[src/core/ssl_decode.sv]
// Shared package and the registered four-state position decoder
package ssl_pkg;
    // ----------------------------------------------------------------
    // Timing
    // ----------------------------------------------------------------
    localparam int unsigned CLK_PERIOD_NS = 8;                          // 125 MHz clock
    localparam int unsigned TS_RES_NS     = 1000000;                    // 1 ms stamp step
    localparam int unsigned MS_CYCLES     = TS_RES_NS / CLK_PERIOD_NS;  // Cycles per ms
    // ----------------------------------------------------------------
    // Widths, depths and reset values
    // ----------------------------------------------------------------
    localparam int unsigned LOG_DEPTH = 12;                             // Operation log depth
    localparam int unsigned CNT_W     = 32;                             // Counter width
    localparam int unsigned NUM_CNT   = 4;                              // Operation counters
    localparam logic [31:0] CNT_RST   = 32'h0000_0000;                  // Counter reset value
    // Counter slots
    localparam int unsigned CNT_OPEN       = 0;
    localparam int unsigned CNT_CLOSE      = 1;
    localparam int unsigned CNT_OPEN_FAIL  = 2;
    localparam int unsigned CNT_CLOSE_FAIL = 3;
    // Indicator bit positions in the four-signal vector
    localparam int unsigned IND_OPEN  = 0;
    localparam int unsigned IND_CLOSE = 1;
    localparam int unsigned IND_BAD   = 2;
    localparam int unsigned IND_INTER = 3;
    // ----------------------------------------------------------------
    // Types
    // ----------------------------------------------------------------
    typedef enum logic [1:0] {
        SSL_POS_INTER = 2'h0,
        SSL_POS_OPEN  = 2'h1,
        SSL_POS_CLOSE = 2'h2,
        SSL_POS_BAD   = 2'h3
    } ssl_pos_t;
    // Operation record event names
    typedef enum logic [1:0] {
        SSL_REC_OPEN       = 2'h0,
        SSL_REC_CLOSE      = 2'h1,
        SSL_REC_OPEN_FAIL  = 2'h2,
        SSL_REC_CLOSE_FAIL = 2'h3
    } ssl_rec_ev_t;
    // Indicator event, one bit per signal and polarity
    typedef struct packed {
        logic [3:0]  rise;   // Assert events
        logic [3:0]  fall;   // Deassert events
        logic [31:0] stamp;  // Millisecond stamp
    } ssl_event_t;
    // One operation record
    typedef struct packed {
        logic [31:0] stamp;       // Date and time in ms
        ssl_rec_ev_t event_name;  // Event name
        logic [31:0] open_time;   // Opening time in ms
        logic [31:0] close_time;  // Closing time in ms
        ssl_pos_t    obj_pos;     // Object position
        ssl_pos_t    cart_pos;    // Withdrawable cart position
        logic [3:0]  open_fail;   // Open failure cause
        logic [3:0]  close_fail;  // Close failure cause
        logic [2:0]  open_src;    // Open command source
        logic [2:0]  close_src;   // Close command source
        logic [3:0]  gen_status;  // Overall function state
    } ssl_rec_t;
    // ----------------------------------------------------------------
    // Shared decode
    // ----------------------------------------------------------------
    function automatic ssl_pos_t ssl_decode_pos(input logic op, input logic cl);
        case ({cl, op})
            2'h0:    ssl_decode_pos = SSL_POS_INTER;
            2'h1:    ssl_decode_pos = SSL_POS_OPEN;
            2'h2:    ssl_decode_pos = SSL_POS_CLOSE;
            default: ssl_decode_pos = SSL_POS_BAD;
        endcase
    endfunction
endpackage

module ssl_decode
(
    input  wire logic          clk,         // System clock
    input  wire logic          reset,       // Synchronous reset
    input  wire logic          open_in,     // Open contact, high when open
    input  wire logic          close_in,    // Closed contact, high when closed
    input  wire logic          single_mode, // Closed taken as inverse of open
    output ssl_pkg::ssl_pos_t  pos_r        // Registered position
);
    logic close_eff;  // Effective closed contact

    // Single-input monitoring derives closed from open
    assign close_eff = single_mode ? ~open_in : close_in;

    // Position register
    always_ff @(posedge clk)
    begin
        if (reset)
            pos_r <= ssl_pkg::SSL_POS_INTER;
        else
            pos_r <= ssl_pkg::ssl_decode_pos(open_in, close_eff);
    end
endmodule // ssl_decode

[src/core/ssl_top.sv]
// Switch position indicator, event stamping, operation counters and log
module ssl_top
#(
    parameter int unsigned MS_CYCLES = ssl_pkg::MS_CYCLES  // Cycles per millisecond
)
(
    input  wire logic               clk,             // System clock
    input  wire logic               reset,           // Synchronous reset
    input  wire logic               open_in,         // Open position contact
    input  wire logic               close_in,        // Closed position contact
    input  wire logic               cart_out_in,     // Cart withdrawn contact
    input  wire logic               cart_in_in,      // Cart inserted contact
    input  wire logic               mon_en,          // Monitoring running
    input  wire logic               cfg_load,        // Latch configuration
    input  wire logic               cfg_single,      // Single-input mode
    input  wire logic [7:0]         cfg_filter,      // [3:0] keep assert, [7:4] keep deassert
    input  wire logic               open_cmd,        // Open command accepted pulse
    input  wire logic [2:0]         open_src,        // Open command source
    input  wire logic               close_cmd,       // Close command accepted pulse
    input  wire logic [2:0]         close_src,       // Close command source
    input  wire logic               open_fail,       // Open command failed pulse
    input  wire logic [3:0]         open_cause,      // Open failure cause
    input  wire logic               close_fail,      // Close command failed pulse
    input  wire logic [3:0]         close_cause,     // Close failure cause
    input  wire logic [3:0]         gen_status,      // Overall function state
    input  wire logic [3:0]         cnt_clr,         // Counter clear pulses
    input  wire logic               wear_meas_done,  // Current measurement finished
    input  wire logic [31:0]        wear_ops_left,   // Operations left from wear calc
    input  wire logic [1:0]         wear_alarm,      // Wear alarms from wear calc
    input  wire logic [3:0]         rd_idx,          // Log read index, 0 newest
    output ssl_pkg::ssl_pos_t       obj_pos_r,       // Object position
    output ssl_pkg::ssl_pos_t       cart_pos_r,      // Cart position
    output logic                    ev_valid_r,      // Indicator event pulse
    output logic                    ev_store_r,      // Event goes to main buffer
    output ssl_pkg::ssl_event_t     ev_r,            // Event content
    output logic [4*32-1:0]         cnt_r,           // Counters, slot 0 lowest
    output logic [31:0]             open_time_r,     // Latest opening time
    output logic [31:0]             close_time_r,    // Latest closing time
    output logic [3:0]              log_cnt_r,       // Records held
    output logic                    rd_valid_r,      // Read record valid
    output ssl_pkg::ssl_rec_t       rd_rec_r,        // Read record
    output logic [31:0]             ops_left_r,      // Operations left
    output logic [1:0]              alarm_r          // Wear alarms
);
    // ----------------------------------------------------------------
    // Declarations
    // ----------------------------------------------------------------
    localparam logic [3:0] DEPTH = 4'(ssl_pkg::LOG_DEPTH);  // Log depth at pointer width

    logic                 single_r;              // Latched single-input mode
    logic [7:0]           filter_r;              // Latched storage filter
    logic [31:0]          ms_div_r;              // Millisecond divider
    logic [31:0]          ts_r;                  // Millisecond time stamp
    logic                 ms_tick;               // One ms elapsed
    ssl_pkg::ssl_pos_t    pos;                   // Decoded object position
    logic [3:0]           ind;                   // Indicator signals
    logic [3:0]           ind_prev_r;            // Previous indicator signals
    logic [3:0]           rise, fall;            // Indicator edges
    logic                 open_busy_r;           // Open timing running
    logic                 close_busy_r;          // Close timing running
    logic [31:0]          open_tmr_r;            // Open elapsed ms
    logic [31:0]          close_tmr_r;           // Close elapsed ms
    logic                 open_done, close_done; // Operation completed
    logic                 meas_armed_r;          // Open seen, waiting for measurement
    logic [2:0]           osrc_r, csrc_r;        // Latest command sources
    ssl_pkg::ssl_rec_t    log_mem [ssl_pkg::LOG_DEPTH];  // Operation log
    logic [3:0]           wr_ptr_r;              // Next write slot
    logic                 rec_we;                // Write a record
    ssl_pkg::ssl_rec_t    rec_nxt;               // Record being written

    // Wrap an index into the log
    function automatic logic [3:0] wrap(input logic [4:0] v);
        wrap = (v >= 5'(DEPTH)) ? 4'(v - 5'(DEPTH)) : v[3:0];
    endfunction

    // ----------------------------------------------------------------
    // Configuration and time base
    // ----------------------------------------------------------------
    // Selections only load while monitoring is stopped
    always_ff @(posedge clk)
    begin
        if (reset)
        begin
            single_r <= 1'b0;
            filter_r <= 8'hFF;
        end
        else if (cfg_load && !mon_en)
        begin
            single_r <= cfg_single;
            filter_r <= cfg_filter;
        end
    end

    assign ms_tick = (ms_div_r == 32'(MS_CYCLES - 1));

    // Millisecond stamp counter
    always_ff @(posedge clk)
    begin
        if (reset)
        begin
            ms_div_r <= 32'h0000_0000;
            ts_r     <= 32'h0000_0000;
        end
        else if (ms_tick)
        begin
            ms_div_r <= 32'h0000_0000;
            ts_r     <= ts_r + 32'h0000_0001;
        end
        else
            ms_div_r <= ms_div_r + 32'h0000_0001;
    end

    // ----------------------------------------------------------------
    // Position decode and indicator events
    // ----------------------------------------------------------------
    ssl_decode u_obj
    (
        .clk         (clk),
        .reset       (reset),
        .open_in     (open_in),
        .close_in    (close_in),
        .single_mode (single_r),
        .pos_r       (pos)
    );

    // Cart position uses the same decode
    always_ff @(posedge clk)
    begin
        if (reset)
            cart_pos_r <= ssl_pkg::SSL_POS_INTER;
        else
            cart_pos_r <= ssl_pkg::ssl_decode_pos(cart_out_in, cart_in_in);
    end

    assign ind[ssl_pkg::IND_OPEN]  = (pos == ssl_pkg::SSL_POS_OPEN);
    assign ind[ssl_pkg::IND_CLOSE] = (pos == ssl_pkg::SSL_POS_CLOSE);
    assign ind[ssl_pkg::IND_BAD]   = (pos == ssl_pkg::SSL_POS_BAD);
    assign ind[ssl_pkg::IND_INTER] = (pos == ssl_pkg::SSL_POS_INTER);
    assign rise = ind & ~ind_prev_r;
    assign fall = ~ind & ind_prev_r;

    // Event output with time stamp and storage filter
    always_ff @(posedge clk)
    begin
        if (reset)
        begin
            ind_prev_r <= 4'h8;
            obj_pos_r  <= ssl_pkg::SSL_POS_INTER;
            ev_valid_r <= 1'b0;
            ev_store_r <= 1'b0;
            ev_r       <= '0;
        end
        else
        begin
            ind_prev_r <= ind;
            obj_pos_r  <= pos;
            ev_valid_r <= |(rise | fall);
            ev_store_r <= |((rise & filter_r[3:0]) | (fall & filter_r[7:4]));
            ev_r       <= '{rise: rise, fall: fall, stamp: ts_r};
        end
    end

    // ----------------------------------------------------------------
    // Operation timing; the block only watches commands, never issues any
    // ----------------------------------------------------------------
    assign open_done  = open_busy_r && (pos == ssl_pkg::SSL_POS_OPEN);
    assign close_done = close_busy_r && (pos == ssl_pkg::SSL_POS_CLOSE);

    // Opening and closing timers in ms
    always_ff @(posedge clk)
    begin
        if (reset)
        begin
            open_busy_r  <= 1'b0;
            close_busy_r <= 1'b0;
            open_tmr_r   <= 32'h0000_0000;
            close_tmr_r  <= 32'h0000_0000;
            open_time_r  <= 32'h0000_0000;
            close_time_r <= 32'h0000_0000;
            osrc_r       <= 3'h0;
            csrc_r       <= 3'h0;
        end
        else
        begin
            if (open_cmd)
            begin
                open_busy_r <= 1'b1;
                open_tmr_r  <= 32'h0000_0000;
                osrc_r      <= open_src;
            end
            else if (open_done || open_fail)
            begin
                open_busy_r <= 1'b0;
                if (open_done)
                    open_time_r <= open_tmr_r;
            end
            else if (open_busy_r && ms_tick)
                open_tmr_r <= open_tmr_r + 32'h0000_0001;
            if (close_cmd)
            begin
                close_busy_r <= 1'b1;
                close_tmr_r  <= 32'h0000_0000;
                csrc_r       <= close_src;
            end
            else if (close_done || close_fail)
            begin
                close_busy_r <= 1'b0;
                if (close_done)
                    close_time_r <= close_tmr_r;
            end
            else if (close_busy_r && ms_tick)
                close_tmr_r <= close_tmr_r + 32'h0000_0001;
        end
    end

    // ----------------------------------------------------------------
    // Cumulative counters
    // ----------------------------------------------------------------
    logic [3:0] cnt_inc;  // Count events per slot
    assign cnt_inc = {close_fail, open_fail, close_done, open_done};

    for (genvar g = 0; g < ssl_pkg::NUM_CNT; g++)
    begin : g_cnt
        // A count in the clear cycle survives as one
        always_ff @(posedge clk)
        begin
            if (reset)
                cnt_r[g*32 +: 32] <= ssl_pkg::CNT_RST;
            else if (cnt_clr[g])
                cnt_r[g*32 +: 32] <= cnt_inc[g] ? 32'h0000_0001 : ssl_pkg::CNT_RST;
            else if (cnt_inc[g])
                cnt_r[g*32 +: 32] <= cnt_r[g*32 +: 32] + 32'h0000_0001;
        end
    end

    // ----------------------------------------------------------------
    // Operation log
    // ----------------------------------------------------------------
    assign rec_we = open_done | close_done | open_fail | close_fail;

    // Record assembly, completion ahead of failure
    always_comb
    begin
        rec_nxt = '{stamp: ts_r, event_name: ssl_pkg::SSL_REC_OPEN,
                    open_time: open_time_r, close_time: close_time_r,
                    obj_pos: pos, cart_pos: cart_pos_r,
                    open_fail: 4'h0, close_fail: 4'h0,
                    open_src: osrc_r, close_src: csrc_r,
                    gen_status: gen_status};
        if (open_done)
            rec_nxt.open_time = open_tmr_r;
        else if (close_done)
        begin
            rec_nxt.event_name = ssl_pkg::SSL_REC_CLOSE;
            rec_nxt.close_time = close_tmr_r;
        end
        else if (open_fail)
        begin
            rec_nxt.event_name = ssl_pkg::SSL_REC_OPEN_FAIL;
            rec_nxt.open_fail  = open_cause;
        end
        else
        begin
            rec_nxt.event_name = ssl_pkg::SSL_REC_CLOSE_FAIL;
            rec_nxt.close_fail = close_cause;
        end
    end

    // Ring of twelve; oldest slot is overwritten when full
    always_ff @(posedge clk)
    begin
        if (reset)
        begin
            wr_ptr_r  <= 4'h0;
            log_cnt_r <= 4'h0;
        end
        else if (rec_we)
        begin
            log_mem[wr_ptr_r] <= rec_nxt;
            wr_ptr_r          <= wrap({1'b0, wr_ptr_r} + 5'h01);
            if (log_cnt_r != DEPTH)
                log_cnt_r <= log_cnt_r + 4'h1;
        end
    end

    // Read port, index 0 is the newest record
    always_ff @(posedge clk)
    begin
        if (reset)
        begin
            rd_valid_r <= 1'b0;
            rd_rec_r   <= '0;
        end
        else
        begin
            rd_valid_r <= (rd_idx < log_cnt_r);
            rd_rec_r   <= log_mem[wrap({1'b0, wr_ptr_r} + 5'(DEPTH) - 5'h01 - {1'b0, rd_idx})];
        end
    end

    // ----------------------------------------------------------------
    // Wear figures
    // ----------------------------------------------------------------
    // Only a measurement started by an open command refreshes them
    always_ff @(posedge clk)
    begin
        if (reset)
        begin
            meas_armed_r <= 1'b0;
            ops_left_r   <= 32'h0000_0000;
            alarm_r      <= 2'h0;
        end
        else if (open_cmd)
            meas_armed_r <= 1'b1;
        else if (meas_armed_r && wear_meas_done)
        begin
            meas_armed_r <= 1'b0;
            ops_left_r   <= wear_ops_left;
            alarm_r      <= wear_alarm;
        end
    end
endmodule // ssl_top

[config.mk]
export PLATFORM = sky130hd
export DESIGN_NAME = ssl_top
export DESIGN_NICKNAME = d
export VERILOG_FILES = /design/src/core/ssl_decode.sv /design/src/core/ssl_top.sv
export SDC_FILE = /design/constraint.sdc
export NUM_CORES = 2
export LEC_CHECK = 0
export BUFFER_PORTS_ARGS = -buffer_cell sky130_fd_sc_hd__buf_4
export CAP_MARGIN = 5
export CORE_MARGIN = 4
export CORE_UTILIZATION = 35
export CTS_CLUSTER_DIAMETER = 150
export CTS_CLUSTER_SIZE = 40
export DETAILED_ROUTE_END_ITERATION = 6
export GPL_TIMING_DRIVEN = 0
export SLEW_MARGIN = 0
export SYNTH_ARGS = -nofsm -noshare
export SYNTH_HDL_FRONTEND = slang
export SYNTH_HIERARCHICAL = 1
export SYNTH_SLANG_ARGS = --single-unit
[constraint.sdc]
create_clock -name clk -period 4.85 [get_ports clk]
set_clock_uncertainty 0.05 [all_clocks]
set_input_delay 0.97 -clock clk [delete_from_list [all_inputs] [get_ports clk]]
set_output_delay 0.97 -clock clk [all_outputs]
set_load 0.05 [all_outputs]
=== Yosys cells after proc, flatten, opt, wreduce, memory -nomap -nowiden ===
Memories as Yosys holds them, arrays and structs flattened. A register that Yosys moved wholly into a read port is not among the register bits.
Cells that the tools add are included.

* Order comparisons: 3
* Bitwise gates (word level): 16
* Add/subtract/negate cells: 15
* Shift operators: 0
* Divide/modulo/power cells: 0
* Multiplexer cells: 36
* Reduce and logical (&&, ||, !) cells: 30
* $mul: 0
* Equality and inequality tests: 9

{| class="wikitable"
|+ Operators by type and width
! cell !! count
|-
| 32-bit 2-to-1 mux || 11
|-
| 32-bit by 1-bit adder with 32-bit output, second input constant || 8
|-
| 32-bit by 17-bit equality test with 1-bit output, second input constant || 1
|-
| 4-bit AND || 4
|-
| 4-bit 2-to-1 mux || 4
|-
| 8-bit 2-to-1 mux || 2
|-
| 1-bit 2-to-1 mux || 15
|-
| 2-bit nonzero test || 7
|-
| 2-bit one-hot mux with 3 select lines || 2
|-
| 2-bit AND reduction || 6
|-
| 5-bit by 4-bit greater-or-equal comparator with 1-bit output, second input constant || 2
|-
| 2-bit equality test, second input constant || 4
|-
| 4-bit NOT || 2
|-
| 4-bit bitwise OR || 2
|-
| 4-bit OR reduction || 2
|-
| 4-bit subtractor, second input constant || 2
|-
| 2-bit by 1-bit equality test with 1-bit output, second input constant || 3
|-
| 1-bit logical AND || 6
|-
| 2-bit logical NOT || 3
|-
| 2-bit OR reduction || 3
|-
| 4-bit by 1-bit adder with 5-bit output, second input constant || 1
|-
| 4-bit by 4-bit adder with 5-bit output, second input constant || 1
|-
| 1-bit NOT || 5
|-
| 5-bit by 1-bit subtractor with 5-bit output, second input constant || 1
|-
| 8 further kinds || 12
|}

* Output and inout port bits: 397
* Logic and storage cells: 141
* Memory bits (read-only): 0
* Bits in registers: 433
* Bits in latches: 0
* Memory bits (writable): 1440
* Memories: 1
* Input bits: 82

{| class="wikitable"
|+ Memories
! memory !! words !! bits a word !! read ports !! clocked after memory_dff !! write ports !! line !! source
|-
| log_mem || 12 || 120 || 1 || 1 || 1 || ssl_top.sv:66 || <nowiki>ssl_pkg::ssl_rec_t log_mem [ssl_pkg::LOG_DEPTH];</nowiki>
|}

=== Logic depth before layout (Yosys ltp) ===
* Depth after elaboration: 8
* Gate-level depth with buffers: 15
* Mapped depth without buffers: 13

=== Cells and area by module ===
Netlist, hierarchy kept.

{| class="wikitable"
|+ By module, submodules not included
! module !! times used !! cells each !! seq. area each (um^2) !! area an instance (um^2)
|-
| ssl_top || 1 || 4710 || 54272.1 || 74863.0
|-
| ssl_decode || 1 || 6 || 40.0 || 75.1
|}

=== Least setup slack after synthesis ===
No wires, ideal clock.

* Path type: input to register
* Start: input open_fail
* End: memory log_mem[0][0] (netlist bit), enable pin
* Data required time: 4.307 ns
* Arrival: 4.525 ns
* Stages: 4
* Buffers on the path: 1
* Slack: -0.218 ns
* Library setup time: 0.493 ns
* Cell sequence: buf_1 -> nor4_2 -> nor4_1 -> and2_1

* Cells in the longest elaborated chain, start to end: 5

{| class="wikitable"
|+ Ends and longest elaborated chain
! element !! line !! source
|-
| start: declaration || ssl_top.sv:21 || <nowiki>input wire logic open_fail,</nowiki>
|-
| 1-bit bitwise OR (2 in series) || ssl_top.sv:239 || <nowiki>assign rec_we = open_done | close_done | open_fail | close_fail;</nowiki>
|-
| 1-bit 2-to-1 mux || ssl_top.sv:277 || <nowiki>else if (rec_we)</nowiki>
|-
| 1-bit 2-to-1 mux || ssl_top.sv:272 || <nowiki>if (reset)</nowiki>
|-
| 1-bit 2-to-1 mux (not written as such) || ssl_top.sv:279 || <nowiki>log_mem[wr_ptr_r] <= rec_nxt;</nowiki>
|-
| end: declaration || ssl_top.sv:66 ||
|}

Every way passes these cells.

=== Worst setup path in the final report ===
* Start: register wr_ptr_r[2]
* End: register, netlist name rd_rec_r[34]

* Cells in the longest elaborated chain, start to end: 5
* Elaborated cells between the ends (all ways): 6
* Those cells by class: 4 x add/sub; 1 x order compare; 1 x mux

{| class="wikitable"
|+ Ends and longest elaborated chain
! element !! line !! source
|-
| start: declaration || ssl_top.sv:67 || <nowiki>logic [3:0] wr_ptr_r;</nowiki>
|-
| start signal: assignment || ssl_top.sv:280 || <nowiki>wr_ptr_r <= wrap({1'b0, wr_ptr_r} + 5'h01);</nowiki>
|-
| 4-bit by 4-bit adder with 5-bit output (*) || ssl_top.sv:297 || <nowiki>rd_rec_r <= log_mem[wrap({1'b0, wr_ptr_r} + 5'(DEPTH) - 5'h01 - {1'b0, rd_idx})];</nowiki>
|-
| 5-bit by 1-bit subtractor with 5-bit output (*) || ssl_top.sv:297 ||
|-
| 5-bit by 4-bit subtractor with 5-bit output (*) || ssl_top.sv:297 ||
|-
| 4-bit subtractor or 5-bit by 4-bit greater-or-equal comparator with 1-bit output (tied branches) || ssl_top.sv:73 || <nowiki>wrap = (v >= 5'(DEPTH)) ? 4'(v - 5'(DEPTH)) : v[3:0];</nowiki>
|-
| 4-bit 2-to-1 mux (*) || ssl_top.sv:73 ||
|}

Mark *: on every way between the ends. The rest lies on a longest branch, timed or not.
A chain may end at the register's enable or synchronous reset.

==> results_dict.tcl <==
set metrics [dict create \
    critPathKind "reg2reg" \
    ys_warn_count 6 \
    fin_cells 8162 \
    firstDrtPassIters 7 \
    antenna_found_initial 6 \
    yosysSeqAreaShare 0.7248 \
    post_cts_buffers 0 \
    synthMuxAreaShare 0.1104 \
    cts_sinks 1993 \
    netlist_instances 4716 \
    clkLatencyLatePin_ns 0.80 \
    drv_cap 0 \
    synth_seq_cells 1993 \
    grt_overflow 0 \
    ant_nets 0 \
    syn-num-nets 4834 \
    dp_slack_ns -1.566 \
    clk_pin_slew_worst_paths_ns 0.15 \
    routed-via-count 42980 \
    synthAdderAreaFrac 0.006111 \
    syn_area_per_cell_um2 15.89 \
    cp.required_ns 5.46 \
    worst_pin_slew_ns 1.417 \
    ys_types 70 \
    drive_above_1_share 0.2023 \
    hold_slack_ns 0.3164 \
    crit_arrival_ns 5.29 \
    die_h_um 470.7 \
    wl_um 215300 \
    totalPowerFinal_mw 33.12 \
    crit_chain "clkbuf_1 > inv_1 > ha_1 > fa_1 > inv_1 > ha_1 > nor3b_1 > nor4b_2 > o21bai_2 > mux2i_4 > buf_6 > clkbuf_2 > o22ai_1 > nor3_1" \
    gp_congestion 0.8381 \
    async_flop_share 0 \
    powerDensity_nw_per_um2 389.2 \
    cts_tree "built" \
    io_pins 479 \
    status "complete, but fails checks" \
    ff_latch_area_um2 54310 \
    setup_viol_count_final 0 \
    synthFlopType "edfxtp_1" \
    dp_cells 8048 \
    leakage_nw 28.32 \
    ctsResizeCount 45 \
    cp-start-kind "register" \
    drc 1 \
    holdCritPathClass "in2reg" \
    synth_top_area_cell "edfxtp_1" \
    synth_xor_area_frac 0.02536 \
    grt_usage 0.1896 \
    grt_max_degree 46 \
    hold_start "cfg_filter[6]" \
    period_share 0.9656 \
    cts_buffer_depth 3 \
    netlist_top_cells_count "edfxtp_1 (1,440), dfxtp_1 (553), nand2_1 (477)" \
    grt_pass1_wl_um 308200 \
    die_area_um2 221600 \
    setup.worst_path.start "wr_ptr_r[2]" \
    synth-compound-area-share 0.02565 \
    cts.hold.buffers_added 0 \
    synth-simple-area-share 0.09243 \
    cts-root-buf "clkbuf_16" \
    multi_input_comb_area_um2 19730 \
    port-buffer-count 475 \
    core_um2 212500 \
    viasPerCell 5.265 \
    slowest_delay_ns 0.71 \
    critPathMaxFanout 10 \
    setup_tns_ns 0 \
    max_freq_mhz 213.5 \
    grt_setup_unrepaired "no" \
    grt_pass1_vias 42640 \
    dpl-instance-area_um2 82980 \
    drtIter0Drc 4285 \
    worstSetupEndpointType "register" \
    worst_slack_ns 0.1669 \
    netlist_top_cells_area "edfxtp_1 (58%), dfxtp_1 (15%), mux4_2 (11%)" \
    synth_edf_count 1440 \
    ir_drop_mv 0.3636 \
    critPathTopFamily "adder cells" \
    numCtsBuffers 58 \
    synth_top_area_frac 0.5770 \
    slew_violations 0 \
    rows 169 \
    final_util 0.4004 \
    final_nets 5407 \
    syn_area_um2 74940 \
    fin_crit_ns 4.683 \
    violations "design-rule violations" \
    worstReg2RegStart "wr_ptr_r[2]" \
    slew_headroom 0.05550 \
    wl_per_cell_um 26.38 \
    post-synth-top-count-cell "edfxtp_1" \
    area_growth_pct 13.55 \
    worst-path-buf-inv 5 \
    finalHoldViolCount 0 \
    finalInstanceArea_um2 85100 \
    initial_core_util 0.3526 \
    nFillCells 19560 \
    hpwl_um 141200 \
    die_w_um 470.7 \
    synth_top_family_by_area "multiplexers" \
    htreeDepth 2 \
    crit_slowest_cell "fa_1" \
]
[area by class of cell]
| type | count | share of cell area |
|---|---|---|
| Antenna cell | 3 | 0.00008822 |
| Buffer | 240 | 0.01187 |
| Clock buffer | 102 | 0.01925 |
| Clock inverter | 7 | 0.002147 |
| Inverter | 57 | 0.002514 |
| Multi-Input combinational cell | 2426 | 0.2318 |
| Sequential cell | 1993 | 0.6382 |
| Tap cell | 2821 | 0.04148 |
| Timing Repair Buffer | 513 | 0.05259 |
[routing by layer]
| layer | wire, um | part of all wire | up-vias | GRT usage |
|---|---|---|---|---|
| met5 | 13 | 0.000060 | - | 0 |
| met4 | 6424 | 0.030 | 2 | 0.05259 |
| met3 | 17640 | 0.082 | 231 | 0.04313 |
| met2 | 101300 | 0.47 | 1547 | 0.3055 |
| met1 | 89980 | 0.42 | 22340 | 0.2587 |
| li1 | - | - | 18860 | - |
[placed cells by master (no fill, tap or decap), types with 35 or more instances in the layout]
cell | Yosys | routed
edfxtp_1 | 1440 | 1440
dfxtp_1 | 553 | 553
buf_4 | 5 | 481
nand2_1 | 477 | 477
nor2_1 | 402 | 402
mux4_2 | 360 | 360
clkbuf_1 | 194 | 213
a21oi_1 | 138 | 138
nor3_1 | 164 | 134
o22ai_1 | 120 | 120
xor2_1 | 112 | 112
xnor2_1 | 105 | 105
nand3_1 | 91 | 91
nand4_1 | 69 | 69
nor2b_1 | 64 | 64
clkbuf_16 | 0 | 59
inv_1 | 57 | 57
o21ai_0 | 40 | 39
ha_1 | 35 | 35
[cells by family (layout without fill, tap and decap cells)]
family          count (synthesis)  count (layout)
other cells                     0               3
buf+inv                       297             919
simple gates                 1466            1466
xor+xnor                      217             217
fa+ha+maj                      36              36
flops                        1993            1993
compound gates                331             331
mux                           376             376
[state kept, by name (all words and copies together) (netlist names), 32 cells and up]
name / flops
close_time_r: 32
close_tmr_r: 32
cnt_r: 128
ev_r: 40
log_mem: 1440
ms_div_r: 32
open_time_r: 32
open_tmr_r: 32
ops_left_r: 32
rd_rec_r: 120
ts_r: 32
[path summary, 6_finish.rpt]
path,to,slack (ns),cells after the start
max reg2reg,rd_rec_r[34],0.17,14
max,rd_rec_r[34],0.17,14
min,filter_r[6],0.32,2
min reg2reg,ops_left_r[1],0.41,2
[power breakdown]
part           switching [mW]  total, mW  internal (mW)
registers               0.259       18.9           18.7
clock network            5.14       7.55           2.41
logic                    4.43       6.64           2.21
total                    9.82       33.1           23.3
Note: power is estimated with default switching activity, not from simulation.
